**config.mk**
```make
export PLATFORM = sky130hd
export DESIGN_NAME = pspc_controller
export DESIGN_NICKNAME = d
export VERILOG_FILES = /design/src/verilog/pspc_pkg.sv /design/src/verilog/pspc_controller.sv /design/src/verilog/pspc_output_stage.sv /design/src/verilog/pspc_period_timer.sv
export SDC_FILE = /design/constraint.sdc
export NUM_CORES = 1
export LEC_CHECK = 0
export BUFFER_PORTS_ARGS = -buffer_cell sky130_fd_sc_hd__buf_4
export CAP_MARGIN = 30
export CORE_MARGIN = 5
export CORE_UTILIZATION = 40
export DETAILED_ROUTE_END_ITERATION = 8
export GPL_ROUTABILITY_DRIVEN = 0
export GPL_TIMING_DRIVEN = 0
export HOLD_SLACK_MARGIN = 0.06
export PLACE_DENSITY = 0.69
export SLEW_MARGIN = 20
export SYNTH_ARGS = -nofsm -noshare
export SYNTH_HDL_FRONTEND = slang
export SYNTH_SLANG_ARGS = --single-unit
```
**constraint.sdc**
```tcl
create_clock -name clock -period 3.07 [get_ports clock]
set_input_delay 0.1535 -clock clock [delete_from_list [all_inputs] [get_ports clock]]
set_output_delay 0.1535 -clock clock [all_outputs]
set_load 0.1 [all_outputs]
```
**src/verilog/pspc_pkg.sv**
```systemverilog
package pspc_pkg;

  // register byte offsets on the Avalon-MM slave
  localparam logic [3:0]  PSPC_ADDR_TIMING     = 4'h0;
  localparam logic [3:0]  PSPC_ADDR_MODE       = 4'h4;
  localparam logic [3:0]  PSPC_ADDR_STATUS     = 4'h8;
  localparam int          PSPC_LANE0           = 0;
  localparam int          PSPC_REG_W           = 8;

  // status word bit positions
  localparam int          PSPC_STAT_PULSE      = 0;
  localparam int          PSPC_STAT_FEEDBACK   = 1;
  localparam int          PSPC_STAT_RUNNING    = 2;
  localparam int          PSPC_STAT_SKIPPED    = 3;
  localparam int          PSPC_STAT_FREQ_ERR   = 4;
  localparam int          PSPC_STAT_COUNT_LSB  = 8;

  // period counter: code 00 gives the longest period of 128 clocks
  localparam int          PSPC_CNT_W           = 7;
  localparam logic [7:0]  PSPC_PERIOD_MAX      = 8'h80;
  localparam logic [1:0]  PSPC_DUTY_SHIFT_MAX  = 2'h3;
  localparam int          PSPC_NIBBLE          = 4;

  // duty limits in sixteenths of a period, one nibble per field code
  localparam logic [15:0] PSPC_MIN_DUTY_TBL    = 16'h6420;
  localparam logic [15:0] PSPC_MAX_DUTY_TBL    = 16'hfca8;
  localparam logic [15:0] PSPC_FIXED_DUTY_TBL  = 16'hc864;

  typedef struct packed
  {
    logic [1:0] frequencySelect;
    logic [1:0] minDutyField;
    logic [1:0] maxDutyField;
    logic [1:0] fixedDutyField;
  } pspc_timing_t;

  typedef struct packed
  {
    logic generatorEnable;
    logic spare;
    logic secondOutputPolarity;
    logic firstOutputPolarity;
    logic outputCountSelect;
    logic slopeCompEnable;
    logic outputModeSelect;
    logic inputCountSelect;
  } pspc_mode_t;

  localparam pspc_timing_t PSPC_TIMING_RESET = 8'h00;
  localparam pspc_mode_t   PSPC_MODE_RESET   = 8'h00;

  typedef enum logic [1:0]
  {
    PSPC_ST_IDLE  = 2'b00,
    PSPC_ST_PULSE = 2'b01,
    PSPC_ST_REST  = 2'b11
  } pspc_state_t;

  typedef struct packed
  {
    logic        read;
    logic        write;
    logic [3:0]  address;
    logic [3:0]  byteenable;
    logic [31:0] writedata;
  } pspc_avs_req_t;

  typedef struct packed
  {
    logic [31:0] readdata;
    logic        waitrequest;
  } pspc_avs_rsp_t;

  typedef struct packed
  {
    logic out;
    logic oe;
  } pspc_pin_t;

endpackage : pspc_pkg
```
**src/verilog/pspc_controller.sv**
```systemverilog
`timescale 1ns/10ps

module pspc_controller
  import pspc_pkg::*;
(
  input  wire logic          clock,
  input  wire logic          rst_b,
  input  pspc_avs_req_t      avsReq,
  output pspc_avs_rsp_t      avsRsp,
  input  wire logic          firstComparatorResult,
  input  wire logic          secondComparatorResult,
  output pspc_pin_t          firstPulseOutput,
  output pspc_pin_t          secondPulseOutput
);

  typedef struct packed
  {
    pspc_timing_t timing;
    pspc_mode_t   mode;
    pspc_state_t  phase;
    logic         sampledFeedback;
    logic         skippedLast;
    logic         freqChangeError;
    logic         ack;
    logic [31:0]  readdata;
  } pspc_core_t;

  pspc_core_t            cur;
  pspc_core_t            next_cur;
  logic [PSPC_CNT_W-1:0] periodCount;
  logic                  periodStart;
  logic                  running;
  logic                  feedback;
  logic                  busReq;
  logic                  writeTake;
  logic                  pulseActive;
  logic                  slopeActive;
  logic                  firstDrive;
  logic                  secondDrive;
  logic                  secondActive;
  logic [PSPC_CNT_W-1:0] minCycles;
  logic [PSPC_CNT_W-1:0] maxCycles;
  logic [PSPC_CNT_W-1:0] fixedCycles;
  logic [31:0]           readMux;
  logic [31:0]           statusWord;
  logic                  freqErrSet;
  logic                  freqErrClear;
  pspc_timing_t          wrTiming;
  pspc_mode_t            wrMode;

  // converts a duty code to clocks at the current period length
  function automatic logic [PSPC_CNT_W-1:0] dutyCycles
  (
    input logic [15:0] tbl,
    input logic [1:0]  sel,
    input logic [1:0]  freq
  );
    logic [3:0] sixteenths;
    sixteenths = tbl[{sel, 2'b00} +: PSPC_NIBBLE];
    dutyCycles = PSPC_CNT_W'({3'h0, sixteenths} << (PSPC_DUTY_SHIFT_MAX - freq));
  endfunction : dutyCycles

  pspc_period_timer u_timer
  (
    .clock           (clock),
    .rst_b           (rst_b),
    .run             (cur.mode.generatorEnable),
    .frequencySelect (cur.timing.frequencySelect),
    .count           (periodCount),
    .running         (running),
    .periodStart     (periodStart)
  );

  // in dual input both comparators must agree for feedback; in width mode a nonzero minimum duty still starts a pulse without it
  assign feedback = firstComparatorResult &
                    (cur.mode.inputCountSelect ? secondComparatorResult : 1'b1);

  assign minCycles   = dutyCycles(PSPC_MIN_DUTY_TBL, cur.timing.minDutyField,
                                  cur.timing.frequencySelect);
  assign maxCycles   = dutyCycles(PSPC_MAX_DUTY_TBL, cur.timing.maxDutyField,
                                  cur.timing.frequencySelect);
  assign fixedCycles = dutyCycles(PSPC_FIXED_DUTY_TBL, cur.timing.fixedDutyField,
                                  cur.timing.frequencySelect);

  assign busReq             = avsReq.read | avsReq.write;
  assign avsRsp.waitrequest = busReq & ~cur.ack;
  assign avsRsp.readdata    = cur.readdata;
  assign writeTake          = avsReq.write & cur.ack & avsReq.byteenable[PSPC_LANE0];
  assign wrTiming           = avsReq.writedata[PSPC_REG_W-1:0];
  assign wrMode             = avsReq.writedata[PSPC_REG_W-1:0];

  // changing the period while running would tear the current cycle
  assign freqErrSet   = writeTake && (avsReq.address == PSPC_ADDR_TIMING) &&
                        cur.mode.generatorEnable &&
                        (wrTiming.frequencySelect != cur.timing.frequencySelect);
  assign freqErrClear = writeTake && (avsReq.address == PSPC_ADDR_STATUS) &&
                        avsReq.writedata[PSPC_STAT_FREQ_ERR];

  always_comb
  begin
    statusWord                                                = '0;
    statusWord[PSPC_STAT_PULSE]                               = (cur.phase == PSPC_ST_PULSE);
    statusWord[PSPC_STAT_FEEDBACK]                            = cur.sampledFeedback;
    statusWord[PSPC_STAT_RUNNING]                             = running;
    statusWord[PSPC_STAT_SKIPPED]                             = cur.skippedLast;
    statusWord[PSPC_STAT_FREQ_ERR]                            = cur.freqChangeError;
    statusWord[PSPC_STAT_COUNT_LSB +: PSPC_CNT_W]             = periodCount;
  end

  always_comb
  begin
    readMux = '0;
    if (avsReq.address == PSPC_ADDR_TIMING)
    begin
      readMux[PSPC_REG_W-1:0] = cur.timing;
    end
    else if (avsReq.address == PSPC_ADDR_MODE)
    begin
      readMux[PSPC_REG_W-1:0] = cur.mode;
    end
    else if (avsReq.address == PSPC_ADDR_STATUS)
    begin
      readMux = statusWord;
    end
    else
    begin
      readMux = '0;
    end
  end

  always_comb
  begin
    next_cur = cur;

    // one wait state: data is latched at the first edge, released at the second
    next_cur.ack = busReq & ~cur.ack;
    if (busReq && !cur.ack)
    begin
      next_cur.readdata = avsReq.read ? readMux : '0;
    end

    if (writeTake)
    begin
      if (avsReq.address == PSPC_ADDR_TIMING)
      begin
        next_cur.timing = wrTiming;
      end
      else if (avsReq.address == PSPC_ADDR_MODE)
      begin
        next_cur.mode = wrMode;
      end
    end

    // an event in the same cycle as its clear still leaves the flag set
    next_cur.freqChangeError = freqErrSet | (cur.freqChangeError & ~freqErrClear);

    if (!cur.mode.generatorEnable)
    begin
      next_cur.phase = PSPC_ST_IDLE;
    end
    else
    begin
      case (cur.phase)
        PSPC_ST_IDLE,
        PSPC_ST_REST:
        begin
          if (periodStart)
          begin
            next_cur.sampledFeedback = feedback;
            if (!cur.mode.outputModeSelect)
            begin
              next_cur.phase       = feedback ? PSPC_ST_PULSE : PSPC_ST_REST;
              next_cur.skippedLast = !feedback;
            end
            else if (feedback || (minCycles != '0))
            begin
              next_cur.phase       = PSPC_ST_PULSE;
              next_cur.skippedLast = 1'b0;
            end
            else
            begin
              next_cur.phase       = PSPC_ST_REST;
              next_cur.skippedLast = 1'b1;
            end
          end
        end
        PSPC_ST_PULSE:
        begin
          if (!cur.mode.outputModeSelect)
          begin
            // comparator is not looked at until the fixed width has run out
            if (periodCount >= fixedCycles)
            begin
              next_cur.phase = PSPC_ST_REST;
            end
          end
          else if (periodCount >= maxCycles)
          begin
            next_cur.phase = PSPC_ST_REST;
          end
          else if (!feedback && (periodCount >= minCycles))
          begin
            next_cur.phase = PSPC_ST_REST;
          end
        end
        default:
        begin
          next_cur.phase = PSPC_ST_IDLE;
        end
      endcase
    end
  end

  always_ff @(posedge clock or negedge rst_b)
  begin
    if (!rst_b)
    begin
      cur                 <= '0;
      cur.timing          <= PSPC_TIMING_RESET;
      cur.mode            <= PSPC_MODE_RESET;
      cur.phase           <= PSPC_ST_IDLE;
    end
    else
    begin
      cur <= next_cur;
    end
  end

  // pins follow the next phase so they line up with the state register
  assign pulseActive = (next_cur.phase == PSPC_ST_PULSE);

  // slope window spans the period up to the maximum duty, a ramp reset marker
  assign slopeActive = running && (periodCount < maxCycles);

  // pins stay released until the generator is enabled
  assign firstDrive   = cur.mode.generatorEnable;
  assign secondDrive  = cur.mode.generatorEnable &&
                        (cur.mode.outputCountSelect || cur.mode.slopeCompEnable);
  assign secondActive = cur.mode.outputCountSelect ? pulseActive : slopeActive;

  pspc_output_stage u_first_stage
  (
    .clock    (clock),
    .rst_b    (rst_b),
    .drive    (firstDrive),
    .active   (pulseActive),
    .polarity (cur.mode.firstOutputPolarity),
    .pin      (firstPulseOutput)
  );

  pspc_output_stage u_second_stage
  (
    .clock    (clock),
    .rst_b    (rst_b),
    .drive    (secondDrive),
    .active   (secondActive),
    .polarity (cur.mode.secondOutputPolarity),
    .pin      (secondPulseOutput)
  );

endmodule : pspc_controller

```
**src/verilog/pspc_output_stage.sv**
```systemverilog
`timescale 1ns/10ps

module pspc_output_stage
  import pspc_pkg::*;
(
  input  wire logic clock,
  input  wire logic rst_b,
  input  wire logic drive,
  input  wire logic active,
  input  wire logic polarity,
  output pspc_pin_t pin
);

  pspc_pin_t cur;
  pspc_pin_t next_cur;

  // a released pin shows low on its output so nothing floats inside the chip
  always_comb
  begin
    next_cur     = cur;
    next_cur.oe  = drive;
    next_cur.out = drive ? (active ^ polarity) : 1'b0;
  end

  always_ff @(posedge clock or negedge rst_b)
  begin
    if (!rst_b)
    begin
      cur <= '0;
    end
    else
    begin
      cur <= next_cur;
    end
  end

  assign pin = cur;

endmodule : pspc_output_stage

```
**src/verilog/pspc_period_timer.sv**
```systemverilog
`timescale 1ns/10ps

module pspc_period_timer
  import pspc_pkg::*;
(
  input  wire logic                  clock,
  input  wire logic                  rst_b,
  input  wire logic                  run,
  input  wire logic [1:0]            frequencySelect,
  output logic      [PSPC_CNT_W-1:0] count,
  output logic                       running,
  output logic                       periodStart
);

  typedef struct packed
  {
    logic [PSPC_CNT_W-1:0] count;
    logic                  running;
  } pspc_timer_t;

  pspc_timer_t           cur;
  pspc_timer_t           next_cur;
  logic [PSPC_CNT_W-1:0] periodLast;

  assign periodLast = PSPC_CNT_W'((PSPC_PERIOD_MAX >> frequencySelect) - 8'h01);

  always_comb
  begin
    next_cur         = cur;
    next_cur.running = run;
    if (!run || !cur.running)
    begin
      next_cur.count = '0;
    end
    else if (cur.count >= periodLast)
    begin
      next_cur.count = '0;
    end
    else
    begin
      next_cur.count = cur.count + PSPC_CNT_W'(1);
    end
  end

  always_ff @(posedge clock or negedge rst_b)
  begin
    if (!rst_b)
    begin
      cur <= '0;
    end
    else
    begin
      cur <= next_cur;
    end
  end

  assign count       = cur.count;
  assign running     = cur.running;
  assign periodStart = cur.running && (cur.count == '0);

endmodule : pspc_period_timer

```
==> run summary, run 1 <==
- **area share of the leading cell type in the synthesized netlist** 38.2%
- **CP Capture Type** flop
- **total core area** 0.00769 sq mm
- **start of the worst register-to-register path** cur[53]
- **level count of the clock H-tree** 2
- **library cell contributing the largest single delay on the critical path** sky130_fd_sc_hd__or4_1
- **period utilization** 93.2%
- **hold slack final** 0.0738 ns
- **maximum ir drop on the vdd rail** 220 uV
- **worst setup path start** cur[53]
- **via count normalized by instance count** 4.95
- **worst slew pin tran** 0.716 ns
- **classification of the worst setup path** reg2reg
- **number of storage elements in the synthesis netlist** 48
- **power density over the cells** 485 mW/mm^2
- **run status** complete, no violations
- **vias in the first global route** 2456
- **cell chain of the critical path** clkbuf_2, and2_1, and3_1, ha_1, nand2b_1, a211o_1, a21oi_1, a31oi_1, or4_1, nand3_1
- **number of search-and-repair iterations in the first detailed-routing pass** 4
- **remaining max-slew budget at the tightest pin** 52.2%
- **# rows** 32
- **number of buffers created by CTS** 5
- **kind of launch point of the worst setup path** flop
- **maximum clock frequency** 350 MHz
- **most congested layer reported by global routing** met2
- **iteration-0 DRC count of the detailed router** 116
- **delay of the slowest cell on the worst path** 0.59 ns
- **synthesized area per cell** 9.42 sq um
- **Register-to-Register Setup Slack** 0.21 ns
- **initial core utilization** 40.9%
- **DIE AREA** 0.00974 sq mm
- **worst hold-check path type** in2reg
- **Cells on Worst Hold Path** 2
- **most frequent cell after synthesis** sky130_fd_sc_hd__dfrtp_1
- **first-pass GRT wire length** 12.0 mm
- **prevailing post-synth register cell** sky130_fd_sc_hd__dfrtp_1
- **global routing met1 resource utilization** 21.3%
- **signed area change from the synthesized netlist to the final layout** 20.8%
- **maximum root-to-sink buffer count** 2
- **cell count after synthesis** 334
- **Port Buf Inserts** 38
- **Post-Route Skew** 0.00949 ns
- **MaxCap Viol Count** 0
- **number of failing setup endpoints in the final timing report** 0
- **diode count** 0
- **met2 capacity usage during global routing** 23.8%
- **die boundary height** 98.7 microns
- **beginning of the worst hold path** avsReq[0]
- **met3 usage in global routing** 2.62%
- **number of distinct standard cells referenced by the synthesized netlist** 58
- **cell taking the most area after synthesis** sky130_fd_sc_hd__dfrtp_1
- **Seq/Total Area, Yosys** 38.2%
- **arrival time at the worst endpoint** 3.10 ns
- **total congestion overflow after global routing** 0
- **Filler Cells Inserted** 745
- **CTS tree** done
- **total standard cell area after synthesis** 0.00315 sq mm
- **DIE WIDTH** 98.7 microns
- **post-CTS setup-driven buffer insertion count** 0
- **final critical path time including I/O delays and setup** 2.86 ns
- **residual antenna-violating net count after detailed routing** 0
- **number of vias in the routed layout** 2482
- **Top-Level Pins** 83
- **Hold Vio Cnt, Final** 0
- **drt wl/cell** 14.1 microns
- **Residual DRC** 0
- **maximum number of pins on one net before global-route repair** 49
- **RSZ-0062 raised after global routing** false
- **async set-reset flop share out of synthesis** 100%
- **insertion delay to the later sink of the worst-skew pair** 0.31 ns
- **count of warnings emitted by yosys** 0
- **clock sink count** 48
- **antenna violations before repair** 0
- **cell types with the highest counts after synthesis** sky130_fd_sc_hd__dfrtp_1, sky130_fd_sc_hd__buf_4, sky130_fd_sc_hd__nand2_1, sky130_fd_sc_hd__ha_1, sky130_fd_sc_hd__nor2_1
- **Layout Nets** 469
- **estimated wirelength of the detail-placed design** 5.44 mm
- **summed negative setup slack over all endpoints** 0 ns
- **number of enable flip-flop cells after synthesis** 0
- **overall track demand over capacity in global routing** 15.1%
- **Total Routed Length** 7.07 mm
- **final count of pins violating max slew** 0
- **library cell used as clock root buffer** sky130_fd_sc_hd__clkbuf_8
- **static power due to leakage** 1.91 nW
- **clock-pin slew of the registers on the worst-case setup and hold paths** 0.10 ns
- **worst r2r path cells** 10
- **highest net fanout along the worst path** 10
- **top area cells in the synthesized netlist** sky130_fd_sc_hd__dfrtp_1, sky130_fd_sc_hd__ha_1, sky130_fd_sc_hd__buf_4, sky130_fd_sc_hd__mux2_2, sky130_fd_sc_hd__nand2_1
- **worst path required time** 3.31 ns
- **share of final-layout standard cells stronger than drive strength 1** 27.3%
## final timing paths
kind                                          to
setup / recovery           u_second_stage.pin[1]
max in group asynchronous  u_second_stage.pin[1]
hold reg to reg             u_first_stage.pin[0]
hold / removal                           cur[38]
setup reg to reg           u_second_stage.pin[1]
min in group asynchronous              avsRsp[1]
## what timing repair did
| action | in CTS | in global routing |
|---|---|---|
| gates cloned | 0 | 0 |
| gates resized for setup | 1 | 6 |
| setup endpoints to repair | 1 | 2 |
| hold buffers | 2 | 1 |
| endpoints found under the hold margin | 49 | 1 |
## layout by cell type (no fill, tap or decap), drive strengths merged, types with 6 or more instances in the layout
| master | n |
|---|---|
| nand2 | 30 |
| nand3 | 8 |
| ha | 25 |
| dfrtp | 48 |
| nand2b | 7 |
| o221ai | 6 |
| conb | 17 |
| nor2b | 8 |
| mux2 | 16 |
| o21ai | 21 |
| a22o | 7 |
| clkbuf | 15 |
| inv | 20 |
| nor2 | 22 |
| a21oi | 15 |
| buf | 74 |
## layer usage
layer  wire length [microns]  share of wire [%]
met1                    3380                 48
met2                    3290                 47
met3                     277                3.9
met4                     114                1.6
met5                       0                  0
## worst max-delay path, delay by kind of cell (launching register included)
kind | cells | cell delay [ns]
AND/OR/NAND/NOR | 5 | 1.27
buffers and inverters | 1 | 0.19
adder cells (fa/ha/maj) | 1 | 0.26
AO/OA/AOI/OAI | 3 | 0.67
flip-flops | 1 | 0.41
## metrics by stage
stage	area [sq um]	worst slack, ns	util (%)	power (mW)	instances
after floorplan	3210	0.511	-	1.17	350
after global placement	3620	0.0715	47.1	1.28	490
after detailed placement	3620	0.00251	47.1	1.29	490
after CTS	3780	0.0139	49.1	1.85	500
after global routing	3800	0.0179	49.4	1.94	501
final	3800	0.209	49.4	1.85	501
## flip-flops by register name, summed over array words and instances (netlist names)
signal and count:
u_second_stage.pin 2, firstDrive 1, u_first_stage.pin 2, avsRsp 15
cur 21, u_timer.count 7
## logic make-up (layout without fill, tap and decap cells)
group / count (synthesis) / in the layout / synth area share [%]
and+or+nand+nor: 96 / 96 / 15.5
AOI/OAI and AO/OA: 73 / 73 / 15.8
buffers and inverters: 65 / 114 / 11.8
DFF: 48 / 48 / 38.2
adders and majority gates: 25 / 25 / 9.94
muxes: 19 / 19 / 6.68
xor gates and xnor gates: 7 / 7 / 1.95
other: 1 / 17 / 0.119
## power by group
| group | total [mW] | internal, mW | switching [mW] |
|---|---|---|---|
| clock network | 0.557 | 0.328 | 0.229 |
| registers | 0.753 | 0.689 | 0.0637 |
| logic | 0.535 | 0.180 | 0.355 |
| total | 1.85 | 1.20 | 0.648 |
## final cells by class
| class | instances | area [sq um] | area share, % |
|---|---|---|---|
| buffer | 45 | 300 | 7.90 |
| clock buffer | 5 | 68.8 | 1.81 |
| clock inverter | 3 | 68.8 | 1.81 |
| sequential | 48 | 1200 | 31.6 |
| multi-input combinational | 237 | 1640 | 43.2 |
| tap | 102 | 128 | 3.36 |
| timing repair buffer | 42 | 320 | 8.43 |
| inverter | 19 | 71.3 | 1.88 |
Power figures use the tool's default switching activity.
==> run 2, diff against run 1 <==
PLACE_DENSITY = 0.72   (was 0.69)
clock period = 2.4 ns   (was 3.07 ns; I/O delays follow)
==> run 2 against run 1 <==
Effect of this change:
- core utilization is 2.2 points higher
- combinational power rose by 40%
- clock-buffer cell count unchanged
- the run now ends with negative setup slack left
- sequential power rose by 29%
- via count up 3.9%
- setup slack got worse by 0.36 ns
- critical path depth unchanged
- cell count up 1.8%
==> run summary, run 2 (same netlist as run 1, synthesis figures left out) <==
- **first-pass GRT wire length** 12.3 mm
- **most congested layer reported by global routing** met2
- **vias in the first global route** 2604
- **maximum ir drop on the vdd rail** 275 uV
- **static power due to leakage** 1.97 nW
- **initial core utilization** 40.9%
- **power density over the cells** 612 mW/mm^2
- **Register-to-Register Setup Slack** -0.15 ns
- **worst r2r path cells** 10
- **crit path buf inv count** 0
- **run status** finished, violations left
- **post-route design area** 0.00397 sq mm
- **signed area change from the synthesized netlist to the final layout** 26.2%
- **period utilization** 106%
- **kind of launch point of the worst setup path** flop
- **final critical path time including I/O delays and setup** 2.55 ns
- **CP Capture Type** flop
- **estimated wirelength of the detail-placed design** 5.50 mm
- **Final WS setup** -0.146 ns
- **worst slew pin tran** 0.706 ns
- **number of buffers created by CTS** 5
- **level count of the clock H-tree** 2
- **met2 capacity usage during global routing** 26.6%
- **start of the worst register-to-register path** cur[46]
- **Top-Level Pins** 83
- **DIE WIDTH** 98.7 microns
- **residual antenna-violating net count after detailed routing** 0
- **share of final-layout standard cells stronger than drive strength 1** 31.6%
- **DIE AREA** 0.00974 sq mm
- **highest net fanout along the worst path** 4
- **RSZ-0062 raised after global routing** true
- **Port Buf Inserts** 38
- **number of search-and-repair iterations in the first detailed-routing pass** 4
- **kind of cell adding the most delay to the critical path** compound AO/OA/AOI/OAI gates
- **clock-pin slew of the registers on the worst-case setup and hold paths** 0.10 ns
- **MaxCap Viol Count** 0
- **hold slack final** 0.0743 ns
- **maximum root-to-sink buffer count** 2
- **cell chain of the critical path** nor2b_4, mux2_2, a22oi_2, ha_1, a21oi_2, a21oi_2, o41ai_4, a31oi_4, o311ai_2, o41ai_2
- **Residual DRC** 0
- **delay of the slowest cell on the worst path** 0.45 ns
- **endpoint of the worst hold-timing path** cur[42]
- **Hold Vio Cnt, Final** 0
- **die boundary height** 98.7 microns
- **beginning of the worst hold path** avsReq[4]
- **failing checks** negative setup slack
- **Layout Nets** 478
- **library cell used as clock root buffer** sky130_fd_sc_hd__clkbuf_8
- **antenna violations before repair** 0
- **most flop-heavy register** cur
- **Total Routed Length** 7.55 mm
- **library cell contributing the largest single delay on the critical path** sky130_fd_sc_hd__dfrtp_2
- **arrival time at the worst endpoint** 2.72 ns
- **drt wl/cell** 14.8 microns
- **Post-Route Skew** 0.0108 ns
- **maximum number of pins on one net before global-route repair** 49
- **via count normalized by instance count** 5.05
- **total core area** 0.00769 sq mm
- **most frequent cells in the layout** sky130_fd_sc_hd__buf_4, sky130_fd_sc_hd__dfrtp_1, sky130_fd_sc_hd__nand2_1
- **remaining max-slew budget at the tightest pin** 52.8%
- **worst hold-check path type** in2reg
- **dpl cell area** 0.00365 sq mm
- **worst path required time** 2.58 ns
- **number of failing setup endpoints in the final timing report** 4
- **max FFs per register** 21
- **# rows** 32
- **overall track demand over capacity in global routing** 15.6%
- **worst r2r dst** u_first_stage.pin[1]
- **classification of the worst setup path** reg2reg
- **CP dominant cell by count** sky130_fd_sc_hd__a21oi_2
- **clock sink count** 48
- **final count of pins violating max slew** 0
- **CTS tree** done
- **diode count** 0
- **Cells on Worst Hold Path** 2
- **met3 usage in global routing** 2.55%
- **maximum clock frequency** 393 MHz
- **insertion delay to the later sink of the worst-skew pair** 0.31 ns
- **global routing met1 resource utilization** 19.9%
- **number of vias in the routed layout** 2578
- **most common cell after layout, fill and taps aside** sky130_fd_sc_hd__buf_4
- **total congestion overflow after global routing** 0
- **iteration-0 DRC count of the detailed router** 150
run 2: layer usage:
| layer | part of all wire, % | wire length, microns | vias up |
|---|---|---|---|
| met3 | 4.0 | 304 | 11 |
| li1 | - | - | 1269 |
| met5 | 0 | 0 | - |
| met2 | 50 | 3740 | 56 |
| met4 | 1.7 | 127 | 0 |
| met1 | 45 | 3380 | 1242 |
run 2: worst max path at each step:
stage / slack (ns) / cells after the start / to / start
detailed placement: -0.29 / 11 / u_first_stage.pin[1] / cur[52]
global placement: -0.19 / 10 / u_first_stage.pin[1] / cur[46]
global route: -0.29 / 10 / u_first_stage.pin[1] / cur[46]
CTS: -0.18 / 10 / u_first_stage.pin[1] / cur[46]
floorplan: 0.04 / 10 / u_first_stage.pin[1] / cur[53]
finish: -0.15 / 10 / u_first_stage.pin[1] / cur[46]
run 2: power by group:
group | internal (mW) | switching (mW)
logic | 0.262 | 0.487
clock network | 0.419 | 0.291
registers | 0.883 | 0.0856
total | 1.56 | 0.863
run 2: layout make-up:
type	instances	area [sq um]
well taps	102	128
flip-flops and latches	48	1200
clock inverters	3	68.8
multi-input cells	237	1720
clock buffers	5	68.8
plain buffers	45	314
repair buffers	51	395
fillers	704	3720
inverters	19	71.3
run 2: per-stage QoR:
step | setup TNS (ns) | std cells | worst slack (ns) | total power, mW | util, %
3_5_place_dp | -0.520 | 490 | -0.293 | 1.67 | 47.5
3_3_place_gp | -0.332 | 490 | -0.186 | 1.65 | 47.5
6_report | -0.545 | 510 | -0.146 | 2.43 | 51.6
5_1_grt | -1.02 | 510 | -0.290 | 2.54 | 51.6
4_1_cts | -0.490 | 509 | -0.176 | 2.42 | 51.0
2_1_floorplan | 0 | 350 | 0.0432 | 1.50 | -
run 2: repair_timing:
action	in CTS	in global routing
pin swaps	1	0
endpoints found under the setup margin	2	4
resized for setup	11	8
hold buffers	6	0
endpoints found under the hold margin	58	0
buffers inserted	6	0
==> run 3, diff against run 2 <==
CTS_CLUSTER_DIAMETER = 120   (was not set)
PLACE_DENSITY = 0.66   (was 0.72)
SYNTH_HIERARCHICAL = 1   (was not set)
==> run 3 against run 2 <==
Effect of this change:
- the run still ends with negative setup slack left
- critical path type unchanged
- critical endpoint is now u_second_stage/pin[1]
- sequential power up 0.8%
- routed wire length down 1.2%
- die area up 1.5%
- clock-buffer cell count unchanged
- setup slack worse by 0.057 ns
- global-route usage about the same
- via count down 0.12%
==> run summary, run 3 <==
- **number of distinct standard cells referenced by the synthesized netlist** 54
- **prevailing post-synth register cell** sky130_fd_sc_hd__dfrtp_1
- **synthesized area per cell** 9.94 sq um
- **remaining max-slew budget at the tightest pin** 53.8%
- **Register-to-Register Setup Slack** -0.20 ns
- **number of enable flip-flop cells after synthesis** 0
- **area share of the leading cell type in the synthesized netlist** 38.3%
- **Seq/Total Area, Yosys** 38.3%
- **Critical path destination** u_second_stage/pin[1]
- **iteration-0 DRC count of the detailed router** 118
- **top area cells in the synthesized netlist** sky130_fd_sc_hd__dfrtp_1, sky130_fd_sc_hd__ha_1, sky130_fd_sc_hd__buf_4, sky130_fd_sc_hd__mux2_2, sky130_fd_sc_hd__o21ai_0
- **via count normalized by instance count** 5.06
- **period utilization** 108%
- **power density over the cells** 551 mW/mm^2
- **Residual DRC** 0
- **number of search-and-repair iterations in the first detailed-routing pass** 4
- **run status** finished, violations left
- **Top-Level Pins** 83
- **number of vias in the routed layout** 2575
- **final critical path time including I/O delays and setup** 2.60 ns
- **kind of launch point of the worst setup path** flop
- **library cell contributing the largest single delay on the critical path** sky130_fd_sc_hd__dfrtp_1
- **overall track demand over capacity in global routing** 15.6%
- **worst slew pin tran** 0.692 ns
- **arrival time at the worst endpoint** 2.86 ns
- **CP Capture Type** flop
- **Layout Nets** 477
- **level count of the clock H-tree** 2
- **Final WS setup** -0.203 ns
- **worst setup path start** cur[52]
- **signed area change from the synthesized netlist to the final layout** 26.9%
- **Cell Count, Final, Fillers Out** 509
- **worst hold-check path type** in2reg
- **clock sink count** 49
- **most flop-heavy register** cur
- **classification of the worst setup path** reg2reg
- **vias in the first global route** 2537
- **total core area** 0.00777 sq mm
- **number of failing setup endpoints in the final timing report** 2
- **die boundary height** 99.4 microns
- **Placed Instances** 478
- **Total Routed Length** 7.46 mm
- **count of warnings emitted by yosys** 6
- **clock-pin slew of the registers on the worst-case setup and hold paths** 0.10 ns
- **dpl cell area** 0.00369 sq mm
- **MaxCap Viol Count** 0
- **number of storage elements in the synthesis netlist** 49
- **residual antenna-violating net count after detailed routing** 0
- **most common cell after layout, fill and taps aside** sky130_fd_sc_hd__buf_4
- **library cell used as clock root buffer** sky130_fd_sc_hd__clkbuf_8
- **maximum root-to-sink buffer count** 2
- **number of buffers created by CTS** 5
- **highest net fanout along the worst path** 5
- **start of the worst register-to-register path** cur[52]
- **DIE AREA** 0.00989 sq mm
- **total congestion overflow after global routing** 0
- **cell taking the most area after synthesis** sky130_fd_sc_hd__dfrtp_1
- **maximum clock frequency** 384 MHz
- **Post-Route Skew** 0.00834 ns
- **initial core utilization** 41.2%
- **antenna violations before repair** 0
- **cell types with the highest counts after synthesis** sky130_fd_sc_hd__dfrtp_1, sky130_fd_sc_hd__buf_4, sky130_fd_sc_hd__nand2_1, sky130_fd_sc_hd__ha_1, sky130_fd_sc_hd__o21ai_0
- **most frequent cell after synthesis** sky130_fd_sc_hd__dfrtp_1
- **worst path required time** 2.65 ns
- **Port Buf Inserts** 38
- **worst r2r path cells** 12
- **async set-reset flop share out of synthesis** 100%
- **share of final-layout standard cells stronger than drive strength 1** 33.7%
- **cell count after synthesis** 322
- **fin util** 52.3%
- **# rows** 32
- **static power due to leakage** 2.02 nW
- **cell chain of the critical path** buf_6, buf_4, mux2i_1, or2_2, ha_1, a211oi_1, a21oi_1, a41o_1, o22ai_2, a41o_1, xor2_1, and2_1
- **maximum number of pins on one net before global-route repair** 50
- **total standard cell area after synthesis** 0.00320 sq mm
- **Hold Vio Cnt, Final** 0
- **delay of the slowest cell on the worst path** 0.41 ns
- **CP dominant cell by count** sky130_fd_sc_hd__a41o_1
- **worst r2r dst** u_second_stage/pin[1]
- **diode count** 0
- **final count of pins violating max slew** 0
- **failing checks** negative setup slack
- **most frequent cells in the layout** sky130_fd_sc_hd__buf_4, sky130_fd_sc_hd__dfrtp_1, sky130_fd_sc_hd__nand2_1
- **insertion delay to the later sink of the worst-skew pair** 0.31 ns
- **DIE WIDTH** 99.4 microns
- **post-route design area** 0.00406 sq mm
- **first-pass GRT wire length** 12.3 mm
- **maximum ir drop on the vdd rail** 261 uV
- **RSZ-0062 raised after global routing** true
- **CTS tree** done
- **estimated wirelength of the detail-placed design** 5.52 mm
- **max FFs per register** 21
- **drt wl/cell** 14.7 microns
run 3: per-layer routing:
| layer | vias up | share of wire, % | wire [microns] | global-route usage (%) |
|---|---|---|---|---|
| met5 | - | 0 | 0 | 0 |
| met4 | 0 | 2.0 | 146 | 5.78 |
| met3 | 11 | 4.7 | 347 | 2.52 |
| met2 | 63 | 50 | 3720 | 26.8 |
| met1 | 1227 | 44 | 3240 | 19.6 |
| li1 | 1274 | - | - | - |
run 3: logic make-up (layout without fill, tap and decap cells):
| family | after synthesis | in the layout | share of synthesized area (%) |
|---|---|---|---|
| buffers and inverters | 57 | 126 | 10.8 |
| adder cells (fa/ha/maj) | 25 | 25 | 9.78 |
| AND/OR/NAND/NOR | 90 | 90 | 16.7 |
| AO/OA/AOI/OAI | 73 | 73 | 15.5 |
| XOR/XNOR | 7 | 7 | 1.92 |
| flip-flops | 49 | 49 | 38.3 |
| other | 1 | 17 | 0.117 |
| multiplexers | 20 | 20 | 6.84 |
run 3: how the worst min path moves through the flow:
stage,startpoint,endpoint,cells after the start
3_3_place_gp,rst_b,u_timer/count[3],1
3_5_place_dp,rst_b,u_timer/count[3],1
4_1_cts,avsReq[7],cur[53],2
6_report,avsReq[4],cur[50],2
2_1_floorplan,rst_b,avsRsp[10],0
5_1_grt,avsReq[4],cur[42],2
run 3: timing repair:
action / 4_1_cts / 5_1_grt
cloned: 0 / 0
endpoints found under the hold margin: 61 / 1
buffers inserted: 15 / 0
resized for setup: 18 / 5
pin swaps: 10 / 15
setup endpoints to repair: 4 / 4
hold buffers: 7 / 1
run 3: cell type report:
class | instances | area [sq um]
Clock buffer | 5 | 68.8
Inverter | 15 | 56.3
Sequential cell | 49 | 1230
Multi-Input combinational cell | 232 | 1740
Tap cell | 102 | 128
Timing Repair Buffer | 61 | 482
Clock inverter | 3 | 25.0
Buffer | 42 | 334
Fill cell | 709 | 3710
run 3: worst max-delay path, delay by kind of cell (launching register included):
family / cells / cell delay [ns]
fa+ha+maj: 1 / 0.18
simple gates: 2 / 0.43
compound gates: 5 / 0.94
buf+inv: 2 / 0.27
mux: 1 / 0.14
xor+xnor: 1 / 0.17
flops: 1 / 0.41
run 3: power breakdown:
group          leakage [nW]  switching (mW)  total [mW]  internal (mW)
registers             0.659          0.0800       0.977          0.897
clock network        0.0452           0.294       0.507          0.213
logic                  1.31           0.465       0.753          0.288
run 3: per-stage QoR:
step                      TNS [ns]  hold WS (ns)  total power [mW]  setup WS [ns]
after floorplan                  0        -0.176              1.48        0.00267
after global placement      -0.995         0.173              1.63         -0.469
after detailed placement     -1.19         0.177              1.64         -0.500
after CTS                   -0.335        0.0642              2.24         -0.199
after global routing        -0.569        0.0671              2.35         -0.287
final                       -0.308        0.0721              2.24         -0.203
